File: src/logic/asf_pkg.sv
package asf_pkg;
  localparam int DEPTH = 12;
  localparam int FRAME_W = 56;
  localparam int RES_W = 24;
  localparam int PTR_W = 4;
  localparam int LVL_W = 5;
  localparam int EV_W = 4;
  localparam int CMD_BITS = 24;
  localparam logic [4:0] OFS_CFG_ONE = 5'h00;
  localparam logic [4:0] OFS_CFG_TWO = 5'h04;
  localparam logic [4:0] OFS_LEVEL = 5'h08;
  localparam logic [4:0] OFS_IRQ_STAT = 5'h0C;
  localparam logic [4:0] OFS_IRQ_MASK = 5'h10;
  localparam logic [4:0] OFS_CH_SETUP = 5'h14;
  localparam int CFG1_EN_BIT = 0;
  localparam int CFG1_IEN_BIT = 1;
  localparam int CFG1_FMT_LSB = 2;
  localparam int CFG1_ROUTE_BIT = 5;
  localparam int CFG2_THR_LSB = 0;
  localparam int CFG2_SEL_LSB = 4;
  localparam int CH_PD1_BIT = 0;
  localparam int CH_PD2_BIT = 1;
  localparam int LEVEL_ERR_BIT = 8;
  localparam int EV_THR = 0;
  localparam int EV_ERR = 1;
  localparam int EV_DROP = 2;
  localparam int EV_OVF = 3;
  localparam logic [3:0] THR_RST = 4'h6;
  localparam logic [1:0] SEL_RST = 2'h0;
  localparam logic [2:0] FMT_RST = 3'h0;
  localparam logic [3:0] MASK_RST = 4'h0;
  localparam logic [2:0] FMT_SINGLE = 3'h0;
  localparam logic [2:0] FMT_DUAL = 3'h1;
  localparam logic [7:0] OPC_READ_BUF = 8'h5A;
  localparam logic [7:0] CRC_POLY = 8'h07;
  localparam logic [7:0] CRC_INIT = 8'h00;
  localparam logic [55:0] INVALID_FRAME = 56'hFFFFFFFFFFFFFF;
  localparam int CLK_HZ = 20000000;
  localparam int ALERT_MIN_NS = 4000;
  localparam int ALERT_CYC = (ALERT_MIN_NS * (CLK_HZ / 1000000) + 999) / 1000;

  typedef struct packed {
    logic [4:0] open_all;
    logic [2:0] open_ch1;
    logic [2:0] open_ch2;
    logic [1:0] gpio;
    logic [23:0] ch1;
    logic [23:0] ch2;
  } asf_conv_type;

  typedef struct packed {
    logic [2:0] open;
    logic gpio;
    logic [23:0] result;
  } asf_half_type;

  typedef struct packed {
    logic sclk;
    logic cs_n;
    logic din;
  } asf_link_type;
endpackage

File: src/logic/asf_top.sv
// Summary of operation
// - Buffer holds exactly twelve frames until the controller reads them.
// - Each frame is 56 bits: 8 status/pin bits, two 24-bit words.
// - Threshold field in config two; alert once fill reaches it.
// - Two-bit select picks which general-purpose pin carries the alert.
// - Format 000 packs two consecutive conversions of the one active channel.
// - Single layout: status1, status2, pin1, pin2, result1, result2.
// - Format 001 packs one simultaneous conversion of each enabled channel.
// - Dual layout: 5-bit status, zero bit, 2 pin bits, ch1, ch2.
// - Frames are sent without any CRC, in both formats.
// - Read command failing its CRC is discarded, no data driven.
// - Disabled buffer returns invalid data, pointers and contents untouched.
// - On threshold, signal on result-ready or a pin, then await read.
// - Alert pulse (pin high, result-ready low) at least 4 us, only when interrupt enabled.
// - Error flag when pointers differ while the buffer is disabled.
//
// The register offsets and the Avalon-MM interface to the registers are this design's own decisions.
module asf_top #(
  parameter int DEPTH = asf_pkg::DEPTH
) (
  input wire logic clk_in,
  input wire logic arst_n_in,
  input wire logic [4:0] avs_address_in,
  input wire logic avs_read_in,
  input wire logic avs_write_in,
  input wire logic [3:0] avs_byteenable_in,
  input wire logic [31:0] avs_writedata_in,
  output logic [31:0] avs_readdata_out,
  output logic avs_waitrequest_out,
  input wire asf_pkg::asf_conv_type conv_in,
  input wire logic conv_valid_in,
  input wire logic sclk_in,
  input wire logic cs_n_in,
  input wire logic din_in,
  output logic dout_out,
  output logic dout_oe_out,
  output logic result_ready_n_out,
  output logic [3:0] gpio_alert_out,
  output logic irq_out
);
  localparam int AC = asf_pkg::ALERT_CYC;
  localparam logic [7:0] ALERT_LOAD = 8'(AC - 1);
  localparam logic [4:0] DEPTH_LVL = 5'(DEPTH);
  localparam logic [3:0] LAST_PTR = 4'(DEPTH - 1);

  if (DEPTH < 2 || DEPTH > 15 || AC < 1 || AC > 255) begin : g_chk
    $error("asf_top: DEPTH or alert length out of range");
  end

  typedef enum logic {ST_CMD, ST_SEND} asf_state_type;

  function automatic logic [3:0] asf_next_ptr(input logic [3:0] p);
    return (p == LAST_PTR) ? 4'h0 : 4'(p + 4'h1);
  endfunction

  function automatic logic [7:0] asf_crc8(input logic [15:0] d);
    logic [7:0] c;
    c = asf_pkg::CRC_INIT;
    for (int i = 15; i >= 0; i--) begin
      if (c[7] ^ d[i]) begin
        c = {c[6:0], 1'b0} ^ asf_pkg::CRC_POLY;
      end else begin
        c = {c[6:0], 1'b0};
      end
    end
    return c;
  endfunction

  // Registers
  logic en_r, ien_r, route_r, pd1_r, pd2_r;
  logic [2:0] fmt_r;
  logic [3:0] thr_r;
  logic [1:0] sel_r;
  logic [3:0] irq_stat_r, irq_mask_r, irq_stat_nxt, ev_set;
  logic wait_r, acc, wr_en;
  logic [31:0] rd_mux;

  function automatic logic asf_wr_hit(input logic [4:0] a, input logic w,
                                      input logic be, input logic [4:0] o);
    return w && be && (a == o);
  endfunction

  assign acc = (avs_read_in || avs_write_in) && wait_r;
  assign wr_en = avs_write_in && !wait_r;

  // One wait cycle per access keeps read data a plain register
  always_ff @(posedge clk_in or negedge arst_n_in) begin
    if (!arst_n_in) begin
      wait_r <= 1'b1;
      avs_waitrequest_out <= 1'b1;
      avs_readdata_out <= 32'h0000_0000;
    end else begin
      wait_r <= !acc;
      avs_waitrequest_out <= !acc;
      if (acc && avs_read_in) begin
        avs_readdata_out <= rd_mux;
      end
    end
  end

  // FIFO state
  logic [3:0] wr_ptr_r, rd_ptr_r;
  logic [4:0] fill_r, fill_nxt;
  logic push_r, push_ok, pop_r, err_cond, reach;
  logic [55:0] frame_r, mem_q;

  assign err_cond = !en_r && ((rd_ptr_r != wr_ptr_r) || (fill_r != 5'h00));

  always_comb begin
    rd_mux = 32'h0000_0000;
    unique case (avs_address_in)
      asf_pkg::OFS_CFG_ONE: begin
        rd_mux[asf_pkg::CFG1_EN_BIT] = en_r;
        rd_mux[asf_pkg::CFG1_IEN_BIT] = ien_r;
        rd_mux[asf_pkg::CFG1_FMT_LSB +: 3] = fmt_r;
        rd_mux[asf_pkg::CFG1_ROUTE_BIT] = route_r;
      end
      asf_pkg::OFS_CFG_TWO: begin
        rd_mux[asf_pkg::CFG2_THR_LSB +: 4] = thr_r;
        rd_mux[asf_pkg::CFG2_SEL_LSB +: 2] = sel_r;
      end
      asf_pkg::OFS_LEVEL: begin
        rd_mux[4:0] = fill_r;
        rd_mux[asf_pkg::LEVEL_ERR_BIT] = err_cond;
      end
      asf_pkg::OFS_IRQ_STAT: rd_mux[3:0] = irq_stat_r;
      asf_pkg::OFS_IRQ_MASK: rd_mux[3:0] = irq_mask_r;
      asf_pkg::OFS_CH_SETUP: begin
        rd_mux[asf_pkg::CH_PD1_BIT] = pd1_r;
        rd_mux[asf_pkg::CH_PD2_BIT] = pd2_r;
      end
      default: rd_mux = 32'h0000_0000;
    endcase
  end

  always_ff @(posedge clk_in or negedge arst_n_in) begin
    if (!arst_n_in) begin
      en_r <= 1'b0;
      ien_r <= 1'b0;
      route_r <= 1'b0;
      fmt_r <= asf_pkg::FMT_RST;
      thr_r <= asf_pkg::THR_RST;
      sel_r <= asf_pkg::SEL_RST;
      pd1_r <= 1'b0;
      pd2_r <= 1'b0;
      irq_mask_r <= asf_pkg::MASK_RST;
    end else begin
      if (asf_wr_hit(avs_address_in, wr_en, avs_byteenable_in[0],
                     asf_pkg::OFS_CFG_ONE)) begin
        en_r <= avs_writedata_in[asf_pkg::CFG1_EN_BIT];
        ien_r <= avs_writedata_in[asf_pkg::CFG1_IEN_BIT];
        fmt_r <= avs_writedata_in[asf_pkg::CFG1_FMT_LSB +: 3];
        route_r <= avs_writedata_in[asf_pkg::CFG1_ROUTE_BIT];
      end
      if (asf_wr_hit(avs_address_in, wr_en, avs_byteenable_in[0],
                     asf_pkg::OFS_CFG_TWO)) begin
        thr_r <= avs_writedata_in[asf_pkg::CFG2_THR_LSB +: 4];
        sel_r <= avs_writedata_in[asf_pkg::CFG2_SEL_LSB +: 2];
      end
      if (asf_wr_hit(avs_address_in, wr_en, avs_byteenable_in[0],
                     asf_pkg::OFS_CH_SETUP)) begin
        pd1_r <= avs_writedata_in[asf_pkg::CH_PD1_BIT];
        pd2_r <= avs_writedata_in[asf_pkg::CH_PD2_BIT];
      end
      if (asf_wr_hit(avs_address_in, wr_en, avs_byteenable_in[0],
                     asf_pkg::OFS_IRQ_MASK)) begin
        irq_mask_r <= avs_writedata_in[3:0];
      end
    end
  end

  // Frame assembly
  asf_pkg::asf_half_type cur_half, hold_r;
  logic hold_vld_r;
  logic ch1_on, ch2_on;
  assign ch1_on = !pd1_r;
  assign ch2_on = !pd2_r;
  assign cur_half = ch1_on ?
    {conv_in.open_ch1, conv_in.gpio[0], conv_in.ch1} :
    {conv_in.open_ch2, conv_in.gpio[0], conv_in.ch2};

  always_ff @(posedge clk_in or negedge arst_n_in) begin
    if (!arst_n_in) begin
      push_r <= 1'b0;
      frame_r <= 56'h0;
      hold_r <= '0;
      hold_vld_r <= 1'b0;
    end else begin
      push_r <= 1'b0;
      if (!en_r || fmt_r != asf_pkg::FMT_SINGLE) begin
        hold_vld_r <= 1'b0;
      end
      if (conv_valid_in && en_r && (ch1_on || ch2_on)) begin
        case (fmt_r)
          asf_pkg::FMT_SINGLE: begin
            if (hold_vld_r) begin
              frame_r <= {hold_r.open, cur_half.open, hold_r.gpio,
                          cur_half.gpio, hold_r.result,
                          cur_half.result};
              push_r <= 1'b1;
              hold_vld_r <= 1'b0;
            end else begin
              hold_r <= cur_half;
              hold_vld_r <= 1'b1;
            end
          end
          asf_pkg::FMT_DUAL: begin
            frame_r <= {conv_in.open_all, 1'b0, conv_in.gpio,
                        ch1_on ? conv_in.ch1 : 24'h000000,
                        ch2_on ? conv_in.ch2 : 24'h000000};
            push_r <= 1'b1;
          end
          default: push_r <= 1'b0;
        endcase
      end
    end
  end

  // Storage and pointers
  assign push_ok = push_r && (fill_r != DEPTH_LVL);
  assign fill_nxt = 5'(fill_r + {4'h0, push_ok} - {4'h0, pop_r});
  assign reach = en_r && (thr_r != 4'h0) && (fill_r < {1'b0, thr_r}) &&
                 (fill_nxt >= {1'b0, thr_r});

  asf_frame_mem #(
    .WIDTH(asf_pkg::FRAME_W),
    .DEPTH(DEPTH),
    .AW(asf_pkg::PTR_W)
  ) u_mem (
    .clk_in(clk_in),
    .arst_n_in(arst_n_in),
    .wr_en_in(push_ok),
    .wr_addr_in(wr_ptr_r),
    .wr_data_in(frame_r),
    .rd_addr_in(rd_ptr_r),
    .rd_data_out(mem_q)
  );

  always_ff @(posedge clk_in or negedge arst_n_in) begin
    if (!arst_n_in) begin
      wr_ptr_r <= 4'h0;
      rd_ptr_r <= 4'h0;
      fill_r <= 5'h00;
    end else begin
      if (push_ok) begin
        wr_ptr_r <= asf_next_ptr(wr_ptr_r);
      end
      if (pop_r) begin
        rd_ptr_r <= asf_next_ptr(rd_ptr_r);
      end
      fill_r <= fill_nxt;
    end
  end

  // Events, set wins over write-one-to-clear
  always_comb begin
    ev_set = 4'h0;
    ev_set[asf_pkg::EV_THR] = reach;
    ev_set[asf_pkg::EV_ERR] = err_cond;
    ev_set[asf_pkg::EV_OVF] = push_r && !push_ok;
    ev_set[asf_pkg::EV_DROP] = 1'b0;
    irq_stat_nxt = irq_stat_r;
    if (asf_wr_hit(avs_address_in, wr_en, avs_byteenable_in[0],
                   asf_pkg::OFS_IRQ_STAT)) begin
      irq_stat_nxt = irq_stat_nxt & ~avs_writedata_in[3:0];
    end
  end

  logic drop_ev;
  always_ff @(posedge clk_in or negedge arst_n_in) begin
    if (!arst_n_in) begin
      irq_stat_r <= 4'h0;
      irq_out <= 1'b0;
    end else begin
      irq_stat_r <= irq_stat_nxt | ev_set |
                    {1'b0, drop_ev, 2'h0};
      irq_out <= |((irq_stat_nxt | ev_set |
                    {1'b0, drop_ev, 2'h0}) & irq_mask_r);
    end
  end

  // Alert pulse on the selected pin or result-ready
  logic alert_act_r;
  logic [7:0] alert_cnt_r;
  always_ff @(posedge clk_in or negedge arst_n_in) begin
    if (!arst_n_in) begin
      alert_act_r <= 1'b0;
      alert_cnt_r <= 8'h00;
      gpio_alert_out <= 4'h0;
      result_ready_n_out <= 1'b1;
    end else begin
      if (reach && ien_r) begin
        alert_act_r <= 1'b1;
        alert_cnt_r <= ALERT_LOAD;
      end else if (alert_cnt_r != 8'h00) begin
        alert_cnt_r <= alert_cnt_r - 8'h01;
      end else begin
        alert_act_r <= 1'b0;
      end
      gpio_alert_out <= (alert_act_r && route_r) ?
                        (4'h1 << sel_r) : 4'h0;
      result_ready_n_out <= !(alert_act_r && !route_r);
    end
  end

  // Serial port, sampled by clk_in
  asf_pkg::asf_link_type link_s1_r, link_s2_r;
  logic sclk_d_r, rise, fall, avail_r;
  asf_state_type state_r;
  logic [23:0] cmd_sh_r, cmd_word;
  logic [4:0] cmd_cnt_r;
  logic [5:0] bit_cnt_r;
  logic [3:0] frames_left_r;
  logic [55:0] sh_r, load_frame;
  logic cmd_done, cmd_ok;

  always_ff @(posedge clk_in or negedge arst_n_in) begin
    if (!arst_n_in) begin
      link_s1_r <= 3'h2;
      link_s2_r <= 3'h2;
      sclk_d_r <= 1'b0;
      avail_r <= 1'b0;
    end else begin
      link_s1_r <= {sclk_in, cs_n_in, din_in};
      link_s2_r <= link_s1_r;
      sclk_d_r <= link_s2_r.sclk;
      avail_r <= (fill_r != 5'h00);
    end
  end

  assign rise = link_s2_r.sclk && !sclk_d_r;
  assign fall = !link_s2_r.sclk && sclk_d_r;
  assign cmd_word = {cmd_sh_r[22:0], link_s2_r.din};
  assign cmd_done = (state_r == ST_CMD) && !link_s2_r.cs_n && fall &&
                    (cmd_cnt_r == 5'(asf_pkg::CMD_BITS - 1));
  assign cmd_ok = (cmd_word[23:16] == asf_pkg::OPC_READ_BUF) &&
                  (asf_crc8(cmd_word[23:8]) == cmd_word[7:0]);
  assign drop_ev = cmd_done && !cmd_ok;
  // Disabled or empty reads give filler and never move the pointers
  assign load_frame = (en_r && avail_r) ? mem_q :
                      asf_pkg::INVALID_FRAME;

  always_ff @(posedge clk_in or negedge arst_n_in) begin
    if (!arst_n_in) begin
      state_r <= ST_CMD;
      cmd_sh_r <= 24'h000000;
      cmd_cnt_r <= 5'h00;
      bit_cnt_r <= 6'h00;
      frames_left_r <= 4'h0;
      sh_r <= 56'h0;
      pop_r <= 1'b0;
      dout_out <= 1'b0;
      dout_oe_out <= 1'b0;
    end else begin
      pop_r <= 1'b0;
      if (link_s2_r.cs_n) begin
        state_r <= ST_CMD;
        cmd_cnt_r <= 5'h00;
        bit_cnt_r <= 6'h00;
        dout_oe_out <= 1'b0;
        dout_out <= 1'b0;
      end else begin
        unique case (state_r)
          ST_CMD: begin
            if (fall) begin
              cmd_sh_r <= cmd_word;
              cmd_cnt_r <= cmd_done ? 5'h00 : 5'(cmd_cnt_r + 5'h01);
              if (cmd_done && cmd_ok && cmd_word[15:8] != 8'h00) begin
                state_r <= ST_SEND;
                frames_left_r <= (cmd_word[15:8] > 8'(DEPTH)) ?
                                 4'(DEPTH) : cmd_word[11:8];
                bit_cnt_r <= 6'h00;
              end
            end
          end
          ST_SEND: begin
            if (rise) begin
              if (bit_cnt_r != 6'h00) begin
                dout_out <= sh_r[55];
                sh_r <= {sh_r[54:0], 1'b0};
                bit_cnt_r <= bit_cnt_r - 6'h01;
              end else if (frames_left_r == 4'h0) begin
                state_r <= ST_CMD;
                dout_oe_out <= 1'b0;
                dout_out <= 1'b0;
              end else begin
                dout_out <= load_frame[55];
                sh_r <= {load_frame[54:0], 1'b0};
                bit_cnt_r <= 6'(asf_pkg::FRAME_W - 1);
                frames_left_r <= frames_left_r - 4'h1;
                pop_r <= en_r && avail_r;
                dout_oe_out <= 1'b1;
              end
            end
          end
        endcase
      end
    end
  end

  // Checks
  logic pin_act;
  logic [7:0] len_r;
  assign pin_act = (|gpio_alert_out) || !result_ready_n_out;
  always_ff @(posedge clk_in or negedge arst_n_in) begin
    if (!arst_n_in) begin
      len_r <= 8'h00;
    end else begin
      len_r <= pin_act ? ((len_r == 8'hFF) ? len_r : len_r + 8'h01) : 8'h00;
    end
  end

  a_depth_bound:
    assert property (@(posedge clk_in) disable iff (!arst_n_in)
      fill_r <= DEPTH_LVL)
    else $error("fill level above depth");
  a_fill_up:
    assert property (@(posedge clk_in) disable iff (!arst_n_in)
      (push_ok && !pop_r) |=> fill_r == 5'($past(fill_r) + 5'h01))
    else $error("fill did not count a stored frame");
  a_fill_down:
    assert property (@(posedge clk_in) disable iff (!arst_n_in)
      (pop_r && !push_ok) |=> fill_r == 5'($past(fill_r) - 5'h01))
    else $error("fill did not count a read frame");
  a_off_hold:
    assert property (@(posedge clk_in) disable iff (!arst_n_in)
      (!en_r && !push_r) |=> $stable(rd_ptr_r) && $stable(wr_ptr_r))
    else $error("pointers moved while disabled");
  a_pulse_width:
    assert property (@(posedge clk_in) disable iff (!arst_n_in)
      $fell(pin_act) |-> len_r >= 8'(AC))
    else $error("alert pulse too short");
  a_alert_gate:
    assert property (@(posedge clk_in) disable iff (!arst_n_in)
      $rose(alert_act_r) |-> $past(ien_r) && $past(reach))
    else $error("alert without enable or threshold");
  a_crc_drop:
    assert property (@(posedge clk_in) disable iff (!arst_n_in)
      drop_ev |=> state_r == ST_CMD && !dout_oe_out ##1
                  irq_stat_r[asf_pkg::EV_DROP])
    else $error("bad command was not discarded");
  a_dual_zero:
    assert property (@(posedge clk_in) disable iff (!arst_n_in)
      (conv_valid_in && en_r && fmt_r == asf_pkg::FMT_DUAL && ch2_on)
      |=> push_r && !frame_r[50] && frame_r[23:0] == $past(conv_in.ch2))
    else $error("dual frame layout wrong");
  a_err_flag:
    assert property (@(posedge clk_in) disable iff (!arst_n_in)
      err_cond |=> irq_stat_r[asf_pkg::EV_ERR])
    else $error("buffer error not flagged");
endmodule

File: src/logic/asf_frame_mem.sv
module asf_frame_mem #(
  parameter int WIDTH = asf_pkg::FRAME_W,
  parameter int DEPTH = asf_pkg::DEPTH,
  parameter int AW = asf_pkg::PTR_W
) (
  input wire logic clk_in,
  input wire logic arst_n_in,
  input wire logic wr_en_in,
  input wire logic [AW-1:0] wr_addr_in,
  input wire logic [WIDTH-1:0] wr_data_in,
  input wire logic [AW-1:0] rd_addr_in,
  output logic [WIDTH-1:0] rd_data_out
);
  logic [WIDTH-1:0] mem [DEPTH];

  if (DEPTH > (1 << AW)) begin : g_chk
    $error("asf_frame_mem: DEPTH exceeds address range");
  end

  always_ff @(posedge clk_in) begin
    if (wr_en_in) begin
      mem[wr_addr_in] <= wr_data_in;
    end
  end

  always_ff @(posedge clk_in or negedge arst_n_in) begin
    if (!arst_n_in) begin
      rd_data_out <= '0;
    end else begin
      rd_data_out <= mem[rd_addr_in];
    end
  end
endmodule

File: config.mk
export PLATFORM = sky130hd
export DESIGN_NAME = asf_top
export DESIGN_NICKNAME = d
export VERILOG_FILES = /design/src/logic/asf_pkg.sv /design/src/logic/asf_top.sv /design/src/logic/asf_frame_mem.sv
export SDC_FILE = /design/constraint.sdc
export NUM_CORES = 1
export LEC_CHECK = 0
export BUFFER_PORTS_ARGS = -buffer_cell sky130_fd_sc_hd__buf_4
export CAP_MARGIN = 10
export CORE_MARGIN = 10
export CORE_UTILIZATION = 30
export CTS_BUF_LIST = sky130_fd_sc_hd__clkbuf_4 sky130_fd_sc_hd__clkbuf_8
export DETAILED_ROUTE_END_ITERATION = 12
export PLACE_DENSITY = 0.55
export SYNTH_ARGS = -nofsm -noshare
export SYNTH_HDL_FRONTEND = slang
export SYNTH_SLANG_ARGS = --single-unit
File: constraint.sdc
create_clock -name clk_in -period 6.98 [get_ports clk_in]
set_clock_uncertainty 0.05 [all_clocks]
set_input_delay 1.396 -clock clk_in [delete_from_list [all_inputs] [get_ports clk_in]]
set_output_delay 1.396 -clock clk_in [all_outputs]
set_load 0.02 [all_outputs]
==> flow_summary.ini <==
[outcome]
status = complete, no violations

[routing]
vias_per_cell = 4.687
route.final.wire_length_um = 90330
final_antenna_net_count = 0
detailedRoute.firstIterationViolations = 1525
routed-via-count = 20755
wl_per_cell_um = 20.40
detail_route.first_pass.iterations = 5
drt_drc_violations_left = 0

[sta]
finalSetupViolCount = 0
period_needed_ns = 3.966
timing.final.max_slew_violations = 0
report.final.hold_viol_count = 0
layout_worst_path_cycle_share = 0.5682
worst_slew_pin_slew_ns = 1.117
fin_tns_setup_ns = 0
hold_slack_ns = 0.3008
timing.max_slew.rel_slack = 0.2551
fmaxAchievable_mhz = 252.1
rsz0062_at_grt = false

[clock_tree]
clock-root-buffer = clkbuf_8
post_cts_resized = 0
cts_htree_levels = 4
cts_tree = built
cts_setup_buffers = 0
hold_buffers_post_cts = 0
cts_made_buffers = 163
max-clock-path-buffers = 3
path_clk_slew_ns = 0.05
worstSkewPairLatency_ns = 0.83
numClockSinks = 977

[global_route]
grtUsageTotal = 0.1234
number_of_global_route_vias_before_repair = 21726
grt_first_pass_wirelength_um = 137800
grt_start_max_net_pins = 149
grt_overflow = 0
number_of_antenna_violations_at_the_first_check_in_global_routing = 6

[critical_path]
cp_slowest_stage_delay_ns = 0.46
critical_path.max_fanout = 7
worst_reg2reg_path_startpoint = fill_r[1]
timing.critical_path.from = fill_r[1]
path_common_cell = ha_1
crit_start_category = register
element_type_at_the_critical_path_end = register
critical_path_s_top_delay_family = compound AO/OA/AOI/OAI gates
setup.worst_path.class = register to register
worst-endpoint-required_ns = 7.61
worst-path-buf-inv = 2
arrival_time_of_the_worst_setup_path_ns = 4.59
setup.reg_to_reg.worst_slack_ns = 3.01
crit_path_cell_trace = nor3_1 > nand2_1 > and2_1 > inv_1 > ha_1 > inv_1 > ha_1 > fa_1 > ha_1 > a21o_1 > a21oi_1 > nor2b_1 > o311a_1 > a21o_1 > a221o_1
timing.critical_path.slowest_stage_cell = fa_1
rr_worst_depth = 15
worst_r2r_endpoint = irq_out
worst-path-stages = 15

[logic_synthesis]
post-synth-top-area-cell = edfxtp_1
top_cells_by_area_synth = edfxtp_1 52%, dfrtp_1 19%, mux4_2 9.7%
synth_cell_type_count = 66
synth_top_area_frac = 0.5175
yosys-top-cells-count = 672 x edfxtp_1, 299 x dfrtp_1, 274 x o21ai_0
synth_edf_count = 672
synth_seq_area_share = 0.7134
async_set_or_reset_register_ratio_after_synthesis = 0.3122
netlist_instances = 2384
yosysWarningCount = 0
netlist_area_mm2 = 0.03899
postSynthAreaPerCell_um2 = 16.36
ys_seq_elements = 977
synth_most_common_cell = edfxtp_1
postSynth.topFlopCell = edfxtp_1

[worst_hold_path]
hold-path-cell-count = 0
hold_path.startpoint = link_s1_r[0]
hold_class = register to register
min_to = cmd_word[0]

[placed_design]
hpwl_after_detailed_placement_um = 48260
buffer_ports.inserted = 96
globalplace.congestion = 0.7353

[pwr]
p_per_area_mw_per_mm2 = 278.8
total_leakage_power_nw = 14.93
vdd_drop_max_v = 0.0001699

[finish]
layout-drive-gt1-share = 0.2507
seq_area_mm2 = 0.02784
synthesis_to_finish_area_growth_pct = 15.91
multiInputGateArea_mm2 = 0.01057
num-nets-final = 2684
fill_cells = 12267

[die]
dieWidth_um = 380.5
design.core.area_mm2 = 0.1293
chipHeight_um = 380.5
rows = 132
effective_utilization_at_floorplan = 0.3015
fp.dieArea_mm2 = 0.1448
design.portCount = 151

[run]
max_cap_viol_count = 0
==> per-stage QoR <==
step	utilization	area [um^2]	power [mW]	setup slack, ns	instances
floorplan	-	39090	7.084	1.482	2408
finish	0.3495	45200	12.60	3.014	4428
CTS	0.3495	45190	12.77	3.004	4426
global placement	0.3224	41700	7.417	2.975	4122
detailed placement	0.3224	41700	7.428	3.038	4122
global route	0.3495	45200	13.15	2.700	4428
==> logic make-up after synthesis <==
logic type / share of synthesized area
buf+inv: 0.02005
other cells: 0.00009617
fa+ha+maj: 0.009498
compound gates: 0.05686
simple gates: 0.05442
mux: 0.1324
flops: 0.7134
xor+xnor: 0.01332
==> state kept, by name, indices dropped and copies added, names as in the netlist, 5 cells and up <==
| signal | flops |
|---|---|
| alert_cnt_r | 8 |
| avs_readdata_out | 7 |
| bit_cnt_r | 6 |
| cmd_cnt_r | 5 |
| cmd_sh_r | 23 |
| fill_r | 5 |
| frame_r | 56 |
| hold_r | 28 |
| sh_r | 55 |
| u_mem.mem | 672 |
| u_mem.rd_data_out | 56 |
==> worst max-delay path by stage <==
stage | to | slack [ns]
2_1_floorplan | u_mem.mem[3][0] | 1.48
3_3_place_gp | irq_out | 2.97
3_5_place_dp | irq_out | 3.04
4_1_cts | irq_out | 3.00
5_1_grt | irq_out | 2.70
6_report | irq_out | 3.01
==> per-layer routing <==
layer	GRT usage	routed length, um
met5	0	0
met4	0.03656	1556
met3	0.02882	5961
met2	0.1943	42060
met1	0.1687	40760
==> report_power, final <==
group	switching, mW	internal [mW]
logic	0.433	0.293
clock network	2.29	3.01
registers	0.184	6.40
total	2.90	9.70
==> cells in the final DEF, fill, tap and decap left out, types with 14 or more instances in the layout <==
cell type,count
dfrtp_1,294
nor2_1,33
a21oi_1,47
or3_1,54
nor3b_1,27
a22oi_1,27
clkbuf_4,86
nor3_1,15
o21ai_0,274
mux2i_1,96
clkbuf_8,185
xor2_1,14
nand2_1,254
conb_1,25
edfxtp_1,672
mux2_2,37
xnor2_1,27
mux4_2,168
inv_1,25
ha_1,28
buf_4,126
==> worst reg2reg max path, delay by kind of cell, from the launching register on <==
family                     cells  cell delay, ns
and+or+nand+nor                4            0.80
buffers and inverters          2            0.19
adders and majority gates      4            1.17
DFF                            1            0.45
AOI/OAI and AO/OA              5            1.18
==> final cells by class <==
cell class	instances	share of cell area
Antenna cell	2	0.0001107
Clock buffer	271	0.07062
Clock inverter	33	0.006755
Inverter	25	0.002076
Multi-Input combinational cell	1248	0.2338
Sequential cell	977	0.6159
Tap cell	1742	0.04822
Timing Repair Buffer	130	0.02259
No activity file was read; power rests on OpenSTA's default activity.
